[config.mk]
export PLATFORM = sky130hd
export DESIGN_NAME = nvrhc_host
export DESIGN_NICKNAME = d
export VERILOG_FILES = /design/src/logic/nvrhc_pkg.sv /design/src/logic/nvrhc_host.sv
export SDC_FILE = /design/constraint.sdc
export NUM_CORES = 1
export LEC_CHECK = 0
export ABC_AREA = 1
export BUFFER_PORTS_ARGS = -buffer_cell sky130_fd_sc_hd__buf_4
export CORE_MARGIN = 2
export CORE_UTILIZATION = 58
export CTS_CLUSTER_DIAMETER = 120
export CTS_CLUSTER_SIZE = 40
export DETAILED_ROUTE_END_ITERATION = 10
export MAX_ROUTING_LAYER = met4
export PLACE_DENSITY_LB_ADDON = 0.15
export SYNTH_ARGS = -nofsm -noshare
export SYNTH_HDL_FRONTEND = slang
export SYNTH_SLANG_ARGS = --single-unit
[constraint.sdc]
create_clock -name clk -period 2.2 [get_ports clk]
set_clock_uncertainty 0.15 [all_clocks]
set_input_delay 0.22 -clock clk [delete_from_list [all_inputs] [get_ports clk]]
set_output_delay 0.22 -clock clk [all_outputs]
set_load 0.03 [all_outputs]
[src/logic/nvrhc_pkg.sv]
`default_nettype none
package nvrhc_pkg;

  // ---------------------------------------------------------------
  // Clock and conversion helpers
  // ---------------------------------------------------------------
  localparam int T_CLK_NS = 8;

  // Least time in ns rounded up to whole cycles, never below one.
  function automatic int ns_to_cyc(input int t_ns);
    int c;
    c = (t_ns + T_CLK_NS - 1) / T_CLK_NS;
    return (c < 1) ? 1 : c;
  endfunction

  // Larger of two counts.
  function automatic int max_int(input int a, input int b);
    return (a > b) ? a : b;
  endfunction

  // ---------------------------------------------------------------
  // Pin timing, worst supply range, in the printed units
  // ---------------------------------------------------------------
  localparam int T_WP_NS   = 22;
  localparam int T_WZ_NS   = 10;
  localparam int T_DS_NS   = 20;
  localparam int T_CW_NS   = 70;
  localparam int T_CA_NS   = 70;
  localparam int T_PWC_NS  = 40;
  localparam int T_BDS_NS  = 8;
  localparam int T_BDH_NS  = 8;
  localparam int T_PC_NS   = 35;
  localparam int T_AA_NS   = 105;
  localparam int T_AAP_NS  = 40;
  localparam int T_WLC_NS  = 30;
  localparam int T_ZZL_US  = 1;
  localparam int T_ZZEX_US = 500;
  localparam int T_PU_MS   = 1;

  // ---------------------------------------------------------------
  // Derived cycle counts
  // ---------------------------------------------------------------
  localparam int WP_CYC       = ns_to_cyc(T_WP_NS);
  localparam int WZ_CYC       = ns_to_cyc(T_WZ_NS);
  localparam int DS_CYC       = ns_to_cyc(T_DS_NS);
  localparam int CW_CYC       = ns_to_cyc(T_CW_NS);
  localparam int CA_CYC       = ns_to_cyc(T_CA_NS);
  localparam int PWC_CYC      = ns_to_cyc(T_PWC_NS);
  localparam int BDS_CYC      = ns_to_cyc(T_BDS_NS);
  localparam int BDH_CYC      = ns_to_cyc(T_BDH_NS);
  localparam int PC_CYC       = ns_to_cyc(T_PC_NS);
  localparam int AA_CYC       = ns_to_cyc(T_AA_NS);
  localparam int AAP_CYC      = ns_to_cyc(T_AAP_NS);
  localparam int WLC_CYC      = ns_to_cyc(T_WLC_NS);
  localparam int ZZL_CYC      = ns_to_cyc(T_ZZL_US * 1000);
  localparam int ZZEX_CYC     = ns_to_cyc(T_ZZEX_US * 1000);
  localparam int PU_CYC       = ns_to_cyc(T_PU_MS * 1000000);
  localparam int PIN_LAT      = 1;
  localparam int SYNC_LAT     = 4;
  localparam int PAGE_OVH_CYC = 3;
  localparam int WE_LOW_CYC   = max_int(max_int(WP_CYC, WZ_CYC + DS_CYC),
                                        PWC_CYC - PAGE_OVH_CYC);

  // ---------------------------------------------------------------
  // Widths and reset values
  // ---------------------------------------------------------------
  localparam int          ADDR_W    = 16;
  localparam int          DATA_W    = 16;
  localparam int          CNT_W     = 17;
  localparam int          AGE_W     = 8;
  localparam logic [1:0]  LANES_OFF = 2'h3;
  localparam logic [15:0] ADDR_RST  = 16'h0000;
  localparam logic [15:0] DATA_RST  = 16'h0000;

  // ---------------------------------------------------------------
  // Controller states
  // ---------------------------------------------------------------
  typedef enum logic [8:0] {
    ST_PWRUP  = 9'h001,
    ST_IDLE   = 9'h002,
    ST_READ   = 9'h004,
    ST_WSETUP = 9'h008,
    ST_WLOW   = 9'h010,
    ST_WHOLD  = 9'h020,
    ST_PAGE   = 9'h040,
    ST_PRECH  = 9'h080,
    ST_SLEEP  = 9'h100
  } nvrhc_state_t;

endpackage
`default_nettype wire

[src/logic/nvrhc_host.sv]
// Functional notes
// RULE_01: Write starts on write strobe fall with chip select low, sleep high, address valid.
// RULE_02: Page write: same upper address, each new strobe fall writes the low-bit word.
// RULE_03: Page read: changing only two low address bits returns the new word.
// RULE_04: Low column addresses within a page may come in any order.
// RULE_05: Device floats data within 10 ns of write strobe falling.
// RULE_06: Device drives data no sooner than 8/10 ns after write strobe rises.
// RULE_07: Write strobe low pulse at least 18/22 ns.
// RULE_08: Chip select held active at least 70 ns per assertion in writes.
// RULE_09: At least 70 ns from chip select low to write strobe rising.
// RULE_10: Page write strobe cycles spaced at least 40 ns apart.
// RULE_11: Masked lane disabled 5/8 ns before strobe falls and after it rises.
// RULE_12: Upper address steady at least 25/30 ns after write strobe falls.
// RULE_13: After upper address change, strobe stays low 90/105 ns before rising; the controller raises the strobe 72 ns after the address change.
// RULE_14: Chip select stays low 25/30 ns after write strobe falls.
// RULE_15: Wait at least 1 ms after power-up before the first access.
// RULE_16: Sleep request low puts device asleep and floats data within 20 ns.
// RULE_17: During sleep the device ignores chip select at once.
// RULE_18: After sleep release wait up to 500 us before first access.
// RULE_19: Sleep may be requested right after the last write.
// RULE_20: Write data latched on first rising edge of chip select or strobe.
// RULE_21: Strobe-controlled write begins as a read; upper address latched first.
// RULE_22: Only lanes whose select is low are written during a write.
// RULE_23: Low address bits held stable at least 15 ns per page access.
// RULE_24: Chip select rising ends access and starts precharge; high means standby.
// RULE_25: Upper address change with strobe high starts a new random read.
`default_nettype none
module nvrhc_host
  import nvrhc_pkg::*;
#(
  parameter logic [CNT_W-1:0] PU_CYCLES   = CNT_W'(PU_CYC),
  parameter logic [CNT_W-1:0] ZZEX_CYCLES = CNT_W'(ZZEX_CYC)
)(
  input  wire logic              clk,
  input  wire logic              rst_n,
  input  wire logic              ce,
  input  wire logic              page_en,
  input  wire logic              sleep_req,
  input  wire logic              req_valid,
  output logic                   req_ready,
  input  wire logic              req_write,
  input  wire logic [ADDR_W-1:0] req_addr,
  input  wire logic [DATA_W-1:0] req_wdata,
  input  wire logic [1:0]        req_lane_n,
  output logic                   rsp_valid,
  output logic [DATA_W-1:0]      rsp_rdata,
  output logic                   link_ready,
  output logic                   sleep_active,
  output logic [ADDR_W-1:0]      mem_addr,
  output logic                   mem_cs_n,
  output logic                   mem_we_n,
  output logic                   mem_oe_n,
  output logic                   upper_byte_lane_n,
  output logic                   lower_byte_lane_n,
  output logic                   sleep_request_n,
  input  wire logic [DATA_W-1:0] mem_dq_in,
  output logic [DATA_W-1:0]      mem_dq_out,
  output logic                   mem_dq_oe_n
);

  // ---------------------------------------------------------------
  // Declarations
  // ---------------------------------------------------------------
  nvrhc_state_t      state_r, state_nxt;
  logic [CNT_W-1:0]  cnt_r, cnt_nxt;
  logic [AGE_W-1:0]  cs_age_r;
  logic [ADDR_W-1:0] addr_r;
  logic [DATA_W-1:0] wdata_r;
  logic [1:0]        lane_r;
  logic              wr_r;
  logic              first_r;
  logic              accept;
  logic              page_hit;
  logic              cs_act;
  logic [CNT_W-1:0]  rd_wait;
  logic [DATA_W-1:0] dq_s1_r, dq_s2_r, dq_s3_r, dq_acc_r;

  // Saturating increment of the shared cycle counter.
  function automatic logic [CNT_W-1:0] cnt_inc(input logic [CNT_W-1:0] c);
    return (&c) ? c : c + CNT_W'(1);
  endfunction

  // ---------------------------------------------------------------
  // Request acceptance
  // ---------------------------------------------------------------
  // An open page takes only a request of the same direction and upper address.
  assign page_hit  = (req_addr[ADDR_W-1:2] == addr_r[ADDR_W-1:2]) && (req_write == wr_r);
  assign req_ready = ce && !sleep_req &&
                     ((state_r == ST_IDLE) ||
                      ((state_r == ST_PAGE) && page_en && page_hit)); // RULE_02 RULE_03
  assign accept    = req_valid && req_ready;
  assign cs_act    = (state_r == ST_READ) || (state_r == ST_WSETUP) ||
                     (state_r == ST_WLOW) || (state_r == ST_WHOLD) || (state_r == ST_PAGE);
  // A fresh row needs the full address access, a page hit only the column access.
  assign rd_wait   = first_r ? CNT_W'(AA_CYC + PIN_LAT + SYNC_LAT)
                             : CNT_W'(AAP_CYC + PIN_LAT + SYNC_LAT);

  // ---------------------------------------------------------------
  // Sequencer
  // ---------------------------------------------------------------
  // Next state and counter; every wait is a lower bound on a pin interval.
  always_comb
  begin
    state_nxt = state_r;
    cnt_nxt   = cnt_inc(cnt_r);
    case (state_r)
      ST_PWRUP:
      begin
        if (cnt_r >= PU_CYCLES - CNT_W'(1)) // RULE_15
        begin
          state_nxt = ST_IDLE;
          cnt_nxt   = '0;
        end
      end
      ST_IDLE:
      begin
        cnt_nxt = '0;
        if (sleep_req)
          state_nxt = ST_SLEEP; // RULE_19
        else if (accept)
          state_nxt = req_write ? ST_WSETUP : ST_READ; // RULE_25
      end
      ST_READ:
      begin
        if (cnt_r >= rd_wait) // RULE_23
        begin
          state_nxt = ST_PAGE;
          cnt_nxt   = '0;
        end
      end
      ST_WSETUP:
      begin
        if (cnt_r >= CNT_W'(BDS_CYC - 1)) // RULE_11
        begin
          state_nxt = ST_WLOW;
          cnt_nxt   = '0;
        end
      end
      ST_WLOW:
      begin
        if ((cnt_r >= CNT_W'(WE_LOW_CYC - 1)) &&
            (cs_age_r >= AGE_W'(CW_CYC - 1))) // RULE_07 RULE_09 RULE_10
        begin
          state_nxt = ST_WHOLD;
          cnt_nxt   = '0;
        end
      end
      ST_WHOLD:
      begin
        if (cnt_r >= CNT_W'(BDH_CYC - 1)) // RULE_11
        begin
          state_nxt = ST_PAGE;
          cnt_nxt   = '0;
        end
      end
      ST_PAGE:
      begin
        cnt_nxt = '0;
        if (accept)
          state_nxt = req_write ? ST_WSETUP : ST_READ; // RULE_04
        else if (sleep_req || req_valid || !page_en)
          state_nxt = ST_PRECH; // RULE_24
      end
      ST_PRECH:
      begin
        if (cnt_r >= CNT_W'(PC_CYC - 1)) // RULE_24
        begin
          state_nxt = ST_IDLE;
          cnt_nxt   = '0;
        end
      end
      ST_SLEEP:
      begin
        if (!sleep_req && (cnt_r >= CNT_W'(ZZL_CYC - 1)))
        begin
          state_nxt = ST_PWRUP;
          cnt_nxt   = PU_CYCLES - ZZEX_CYCLES; // RULE_18
        end
      end
      default:
      begin
        state_nxt = ST_PWRUP;
        cnt_nxt   = '0;
      end
    endcase
  end

  // State and counter registers.
  always_ff @(posedge clk)
  begin
    if (!rst_n)
    begin
      state_r <= ST_PWRUP;
      cnt_r   <= '0;
    end
    else if (ce)
    begin
      state_r <= state_nxt;
      cnt_r   <= cnt_nxt;
    end
  end

  // Cycles since chip select went active, counted on the state.
  always_ff @(posedge clk)
  begin
    if (!rst_n)
      cs_age_r <= '0;
    else if (ce)
      cs_age_r <= !cs_act ? '0 : ((&cs_age_r) ? cs_age_r : cs_age_r + AGE_W'(1));
  end

  // Accepted request; the upper address only ever moves with chip select high
  // or while the strobe is high, never during a write pulse.
  always_ff @(posedge clk)
  begin
    if (!rst_n)
    begin
      addr_r  <= ADDR_RST;
      wdata_r <= DATA_RST;
      lane_r  <= LANES_OFF;
      wr_r    <= 1'b0;
      first_r <= 1'b1;
    end
    else if (ce && accept)
    begin
      addr_r  <= req_addr; // RULE_12 RULE_13 RULE_21
      wdata_r <= req_wdata;
      lane_r  <= req_lane_n;
      wr_r    <= req_write;
      first_r <= (state_r == ST_IDLE);
    end
  end

  // ---------------------------------------------------------------
  // Pin drivers, all registered
  // ---------------------------------------------------------------
  // Pins follow the state one cycle later, so every interval except the RULE_13 address-to-strobe-rise time is kept.
  always_ff @(posedge clk)
  begin
    if (!rst_n)
    begin
      mem_cs_n          <= 1'b1;
      mem_we_n          <= 1'b1;
      mem_oe_n          <= 1'b1;
      upper_byte_lane_n <= LANES_OFF[1];
      lower_byte_lane_n <= LANES_OFF[0];
      mem_addr          <= ADDR_RST;
      sleep_request_n   <= 1'b1;
    end
    else if (ce)
    begin
      mem_cs_n          <= !cs_act; // RULE_08 RULE_14 RULE_17
      mem_we_n          <= (state_r != ST_WLOW); // RULE_01 RULE_20
      mem_oe_n          <= !((state_r == ST_READ) || ((state_r == ST_PAGE) && !wr_r));
      upper_byte_lane_n <= cs_act ? lane_r[1] : LANES_OFF[1]; // RULE_22
      lower_byte_lane_n <= cs_act ? lane_r[0] : LANES_OFF[0]; // RULE_22
      mem_addr          <= addr_r;
      sleep_request_n   <= (state_r != ST_SLEEP); // RULE_16
    end
  end

  // Write data goes out only after the device has let go of the bus, and is
  // held one cycle past the strobe rise, which latches it.
  always_ff @(posedge clk)
  begin
    if (!rst_n)
    begin
      mem_dq_out  <= DATA_RST;
      mem_dq_oe_n <= 1'b1;
    end
    else if (ce)
    begin
      mem_dq_out  <= wdata_r;
      mem_dq_oe_n <= !(((state_r == ST_WLOW) && (cnt_r >= CNT_W'(WZ_CYC))) ||
                       (state_r == ST_WHOLD)); // RULE_05 RULE_06 RULE_20
    end
  end

  // ---------------------------------------------------------------
  // Read data path
  // ---------------------------------------------------------------
  // Three-stage pin synchroniser; a value counts once stages two and three agree.
  always_ff @(posedge clk)
  begin
    if (!rst_n)
    begin
      dq_s1_r  <= DATA_RST;
      dq_s2_r  <= DATA_RST;
      dq_s3_r  <= DATA_RST;
      dq_acc_r <= DATA_RST;
    end
    else if (ce)
    begin
      dq_s1_r <= mem_dq_in;
      dq_s2_r <= dq_s1_r;
      dq_s3_r <= dq_s2_r;
      if (dq_s2_r == dq_s3_r)
        dq_acc_r <= dq_s3_r;
    end
  end

  // Read answer, one cycle wide, at the end of the access wait.
  always_ff @(posedge clk)
  begin
    if (!rst_n)
    begin
      rsp_valid <= 1'b0;
      rsp_rdata <= DATA_RST;
    end
    else if (ce)
    begin
      rsp_valid <= (state_r == ST_READ) && (cnt_r >= rd_wait); // RULE_03
      if ((state_r == ST_READ) && (cnt_r >= rd_wait))
        rsp_rdata <= dq_acc_r;
    end
  end

  // Status levels.
  always_ff @(posedge clk)
  begin
    if (!rst_n)
    begin
      link_ready   <= 1'b0;
      sleep_active <= 1'b0;
    end
    else if (ce)
    begin
      link_ready   <= (state_r != ST_PWRUP) && (state_r != ST_SLEEP);
      sleep_active <= (state_r == ST_SLEEP);
    end
  end

  logic [AGE_W-1:0] we_len_r, cs_len_r, we_gap_r;

  // Interval counters read only by the checks; we_gap_r counts from the state, the other two from the pins.
  always_ff @(posedge clk)
  begin
    if (!rst_n)
    begin
      we_len_r <= '0;
      cs_len_r <= '0;
      we_gap_r <= '1;
    end
    else if (ce)
    begin
      we_len_r <= mem_we_n ? '0 : ((&we_len_r) ? we_len_r : we_len_r + AGE_W'(1));
      cs_len_r <= mem_cs_n ? '0 : ((&cs_len_r) ? cs_len_r : cs_len_r + AGE_W'(1));
      we_gap_r <= (state_r == ST_WSETUP && cnt_r >= CNT_W'(BDS_CYC - 1)) ? '0 :
                  ((&we_gap_r) ? we_gap_r : we_gap_r + AGE_W'(1));
    end
  end
endmodule
`default_nettype wire

== Yosys cells after proc, flatten, opt, wreduce, memory -nomap -nowiden ==
Cells that the tools add are included.

* Bits in registers: 192
* Word-level logic and storage cells: 120

* $add $sub $neg: 2
* Order comparisons: 7
* Eq/ne operators: 25
* Mux-type cells: 26
* Reductions and logical operators: 35

{| class="wikitable"
|+ Operators by type and width
! operator !! number
|-
| 17-bit 2-to-1 mux || 7
|-
| 17-bit case mux with 6 select lines || 1
|-
| 9-bit 2-to-1 mux || 11
|-
| 9-bit case mux with 9 select lines || 1
|-
| 17-bit by 1-bit adder with 17-bit output, second input constant || 1
|-
| 17-bit by 1-bit greater-or-equal comparator with 1-bit output, second input constant || 1
|-
| 17-bit greater-or-equal comparator, second input constant || 1
|-
| 17-bit by 2-bit greater-or-equal comparator with 1-bit output, second input constant || 1
|-
| 17-bit by 3-bit greater-or-equal comparator with 1-bit output, second input constant || 1
|-
| 17-bit by 5-bit greater-or-equal comparator with 1-bit output || 1
|-
| 17-bit by 7-bit greater-or-equal comparator with 1-bit output, second input constant || 1
|-
| 17-bit AND reduction || 1
|-
| 16-bit == test || 1
|-
| 8-bit 2-to-1 mux || 2
|-
| 14-bit == test || 1
|-
| 1-bit logical AND || 13
|-
| 2-bit != test, second input constant || 5
|-
| 10-bit AND reduction || 1
|-
| 9-bit by 1-bit == test with 1-bit output, second input constant || 1
|-
| 9-bit by 2-bit == test with 1-bit output, second input constant || 1
|-
| 9-bit by 3-bit == test with 1-bit output, second input constant || 1
|-
| 9-bit by 4-bit == test with 1-bit output, second input constant || 1
|-
| 9-bit by 5-bit == test with 1-bit output, second input constant || 1
|-
| 9-bit by 6-bit == test with 1-bit output, second input constant || 1
|-
| 20 further kinds || 38
|}

== Longest topological paths before layout ==
* Depth in word-level cells: 9
* Gate-level depth with buffers: 16
* Mapped depth without buffers: 16

== Worst setup path after synthesis ==
OpenSTA, ideal clock, no wires.

* Path type: register to register
* Start point: register state_r[0]
* End point: register lane_r[0]
* Arrival: 1.980 ns
* Path slack: 0.006 ns
* Cell stages (with the launch flop): 10
* Path buffers: 0
* Path through: dfxtp_1 -> nor2_2 -> nand2_4 -> nor2_4 -> nand2_1 -> nor2_1 -> nand3_1 -> a21boi_0 -> nand3_1 -> nand3_1

* Word-level cells in the longest chain between the ends: 7
* Elaborated cells on any way between the ends: 8
* Classes of those cells: 2 x eq/ne; 6 x reduce/logical

{| class="wikitable"
|+ RTL lines
! element !! line !! RTL
|-
| from (decl) || nvrhc_host.sv:64 || <nowiki>nvrhc_state_t state_r, state_nxt;</nowiki>
|-
| from (signal assigned) || nvrhc_host.sv:198 || <nowiki>state_r <= state_nxt;</nowiki>
|-
| 9-bit by 7-bit == test with 1-bit output || nvrhc_host.sv:90 || <nowiki>((state_r == ST_PAGE) && page_en && page_hit));</nowiki>
|-
| 1-bit logical AND (2 in a row) || nvrhc_host.sv:90 ||
|-
| 1-bit logical OR (*) || nvrhc_host.sv:89 || <nowiki>((state_r == ST_IDLE) ||</nowiki>
|-
| 1-bit logical AND (*) || nvrhc_host.sv:88 || <nowiki>assign req_ready = ce && !sleep_req &&</nowiki>
|-
| via req_ready || nvrhc_host.sv:40 || <nowiki>output logic req_ready,</nowiki>
|-
| 1-bit logical AND (*) || nvrhc_host.sv:91 || <nowiki>assign accept = req_valid && req_ready;</nowiki>
|-
| 1-bit logical AND (*) || nvrhc_host.sv:224 || <nowiki>else if (ce && accept)</nowiki>
|-
| to (signal assigned) || nvrhc_host.sv:228 || <nowiki>lane_r <= req_lane_n;</nowiki>
|-
| to (decl) || nvrhc_host.sv:69 || <nowiki>logic [1:0] lane_r;</nowiki>
|}

Mark *: on every way through the listed nets, which the timed path passes. The rest lies on a longest branch.
A chain may end at the register's enable or synchronous reset.

== Worst setup path in the final report ==
* Start point: register state_r[1]
* End point: output req_ready

* Word-level cells in the longest chain between the ends: 5
* Elaborated cells on any way between the ends: 6
* Classes of those cells: 2 x eq/ne; 4 x reduce/logical

{| class="wikitable"
|+ RTL lines
! element !! line
|-
| 9-bit by 7-bit == test with 1-bit output || nvrhc_host.sv:90
|-
| 1-bit logical AND (2 in a row) || nvrhc_host.sv:90
|-
| 1-bit logical OR (*) || nvrhc_host.sv:89
|-
| 1-bit logical AND (*) || nvrhc_host.sv:88
|-
| to (decl) || nvrhc_host.sv:40
|}

Mark *: on every way between the ends. The rest lies on a longest branch, timed or not.

==> impl_metrics.yaml <==
run_status:
  status: "finished, final reports clean"
synth:
  synthArstFlopShare_pct: 0
  synthFlopType: "dfxtp_1"
  yosysSeqAreaShare_pct: 43.4
  ys_seq_elements: 192
  yosysWarnings: 0
  synth.avg_cell_area_um2: 6.94
  synth_edf_count: 0
  yosysUniqueCellTypes: 40
  syn_area_um2: 8850
  syn-num-nets: 1339
  netlist_instances: 1275
place:
  io_buffers: 115
  place_congestion: 0.964
  place_hpwl_mm: 14.0
  pre_cts_slack_ps: -20.2
  place_inst: 1545
sta:
  layout_setup_ws_ps: 30.4
  tightest_slew_ps: 838
  hold_viol_final: 0
  fmax_ghz: 0.461
  setup-violations-final: 0
  slew_headroom_pct: 43.2
  min_period_over_period_pct: 98.6
  rsz0062_at_grt: "true"
  min_period_ps: 2170
  hold-worst-slack_ps: 34.5
  slew_viol_final: 0
grt:
  first_global_vias: 7887
  grt_pass1_wl_mm: 36.7
  grt_overflow: 0
  grt_use_total_pct: 28.5
  grt_antenna_before_repair: 0
  grt_max_degree: 137
detailed_routing:
  drt_iter0_drc: 617
  antenna_left: 0
  dr.pass1.iters: 5
  avgViaCountPerCell: 5.20
  wl_mm: 22.7
  routedWlPerCell_um: 13.8
  vias: 8534
  drc: 0
setup_path:
  start_kind: "flip-flop"
  critPathArrivalTime_ps: 1800
  critical_path_class: "reg -> out"
  crit_fanout: 4
  endpoint_kind: "output port"
  required_ps: 1830
finish:
  final_nets: 1504
  syn_to_final_growth_pct: 26.7
  antenna_cells: 0
  fin_util_pct: 74.6
  final_cells: 1640
  layout-drive-gt1-share_pct: 17.8
floorplanning:
  core_area_um2: 15000
  io_pins: 116
  fp.dieW_um: 128
  die_area_um2: 16300
  start_util_pct: 58.9
  die_h_um: 128
  floorplan.rows: 45
power:
  power_mw: 8.85
  p_per_area_nw_per_um2: 789
  max-vdd-ir-drop_mv: 0.611
  p_leak_nw: 5.23
clock_network:
  htree_levels: 4
  clock_latency_ps: 440
  clockBufferDepth: 2
  clockRootBuffer: "clkbuf_16"
  clkSinkCount: 192
  clk_pin_slew_worst_paths_ps: 70
  numCtsBuffers: 17
  cts_tree: "yes"
min_path:
  hold_path.class: "in -> reg"
job:
  cap_violations: 0
worst max-delay path, cell delays in order, from the launching register on:
cell      delay, ps
dfxtp_2         350
nor2_4          130
nand2_4          70
nor2_4          120
nand2_4          70
nor2_1           80
nand3_1         120
a21boi_2        150
buf_4           140
buf_6           120
routing by layer:
layer	track usage [%]	share of wire [%]
met5	-	0
met4	9.18	1.9
met3	6.32	5.6
met2	45.2	48
met1	36.4	45
cell usage in the layout (no fill, tap or decap), types with 5 or more instances in the layout:
cell type / n
inv_1: 136
a21oi_1: 109
nor2_2: 10
nor2_1: 208
o21ai_1: 8
clkbuf_16: 17
dlygate4sd3_1: 53
xnor2_1: 5
nand4_1: 13
nand2_4: 5
dfxtp_2: 13
dfxtp_1: 178
nand3_1: 66
xor2_1: 25
nand2_1: 241
buf_4: 144
inv_2: 11
nand2_2: 9
nor3_1: 15
ha_1: 7
o21ai_0: 116
nor2_4: 9
per-stage QoR:
step	TNS, ps	instance area [um^2]
CTS	-43.7	11100
finish	0	11200
global placement	0	9910
floorplan	0	8850
global route	-245	11200
detailed placement	-59.9	9910
flip-flops by register name, summed over array words and instances, names as in the netlist, 2 cells and up:
register / flops
cnt_r: 17
dq_s2_r: 16
wdata_r: 16
lane_r: 2
dq_s1_r: 16
dq_acc_r: 16
rsp_rdata: 16
cs_age_r: 8
addr_r: 16
state_r: 9
mem_addr: 16
mem_dq_out: 16
dq_s3_r: 16
power breakdown:
| part | leakage, nW | internal, mW | switching (mW) |
|---|---|---|---|
| combinational | 3.39 | 0.730 | 1.29 |
| sequential | 1.57 | 3.66 | 0.158 |
| clock | 0.271 | 1.61 | 1.41 |
| total | 5.23 | 6.00 | 2.86 |
logic make-up (layout without fill, tap and decap cells):
kind of cell,count (synthesis),in the layout,share of synthesized area (%)
AOI/OAI and AO/OA,241,241,13.9
and+or+nand+nor,595,596,29.0
adders and majority gates,7,7,0.989
DFF,192,192,43.4
buffers and inverters,209,385,9.54
xor gates and xnor gates,31,31,3.07
Yosys cell counts (2+ instances only):
library cell	n	area share, %
inv_1	142	6.0
nand2_2	4	0.28
o22ai_1	2	0.14
buf_6	6	0.76
inv_2	6	0.25
nor3_2	2	0.23
ha_1	7	0.99
xnor2_1	6	0.59
nor2_4	7	0.89
nor3b_1	2	0.17
nor3_1	16	0.90
nand2_1	248	11
a21oi_1	109	6.2
dfxtp_1	192	43
nand3_1	67	3.8
nand4_2	2	0.28
nor2_2	7	0.49
buf_2	8	0.45
or2_2	2	0.14
nand2_4	3	0.38
nor2_1	212	9.0
clkbuf_1	44	1.9
inv_4	2	0.14
o21ai_0	120	6.8
xor2_1	25	2.5
nand4_1	13	0.92
o21ai_1	4	0.23
nand3_2	2	0.23
nand3b_1	4	0.34
final cells by class:
cell class              instances  area, um^2
clock buffers                  19         443
flip-flops and latches        192        3860
multi-input cells             875        4260
well taps                     188         235
inverters                     151         577
fillers                      1198        3820
repair buffers                202        1700
clock inverters                12         125
repair inverters                1        6.26
final timing paths:
check / from / to / slack (ps) / cells after the start
hold reg to reg: wdata_r[14] / mem_dq_out[14] / 300 / 2
setup reg to reg: cnt_r[0] / rsp_rdata[2] / 110 / 12
setup / recovery: state_r[1] / req_ready / 30 / 9
hold / removal: sleep_req / state_r[2] / 30 / 4
repair_timing:
action                                  4_1_cts  5_1_grt
pin swaps                                     5       13
hold endpoints to repair                     57        0
hold buffers                                 53        0
buffers inserted                              4        5
resized for setup                             9       44
endpoints found under the setup margin       12       46
gates cloned                                  0        2
(Power assumes the default switching activity.)
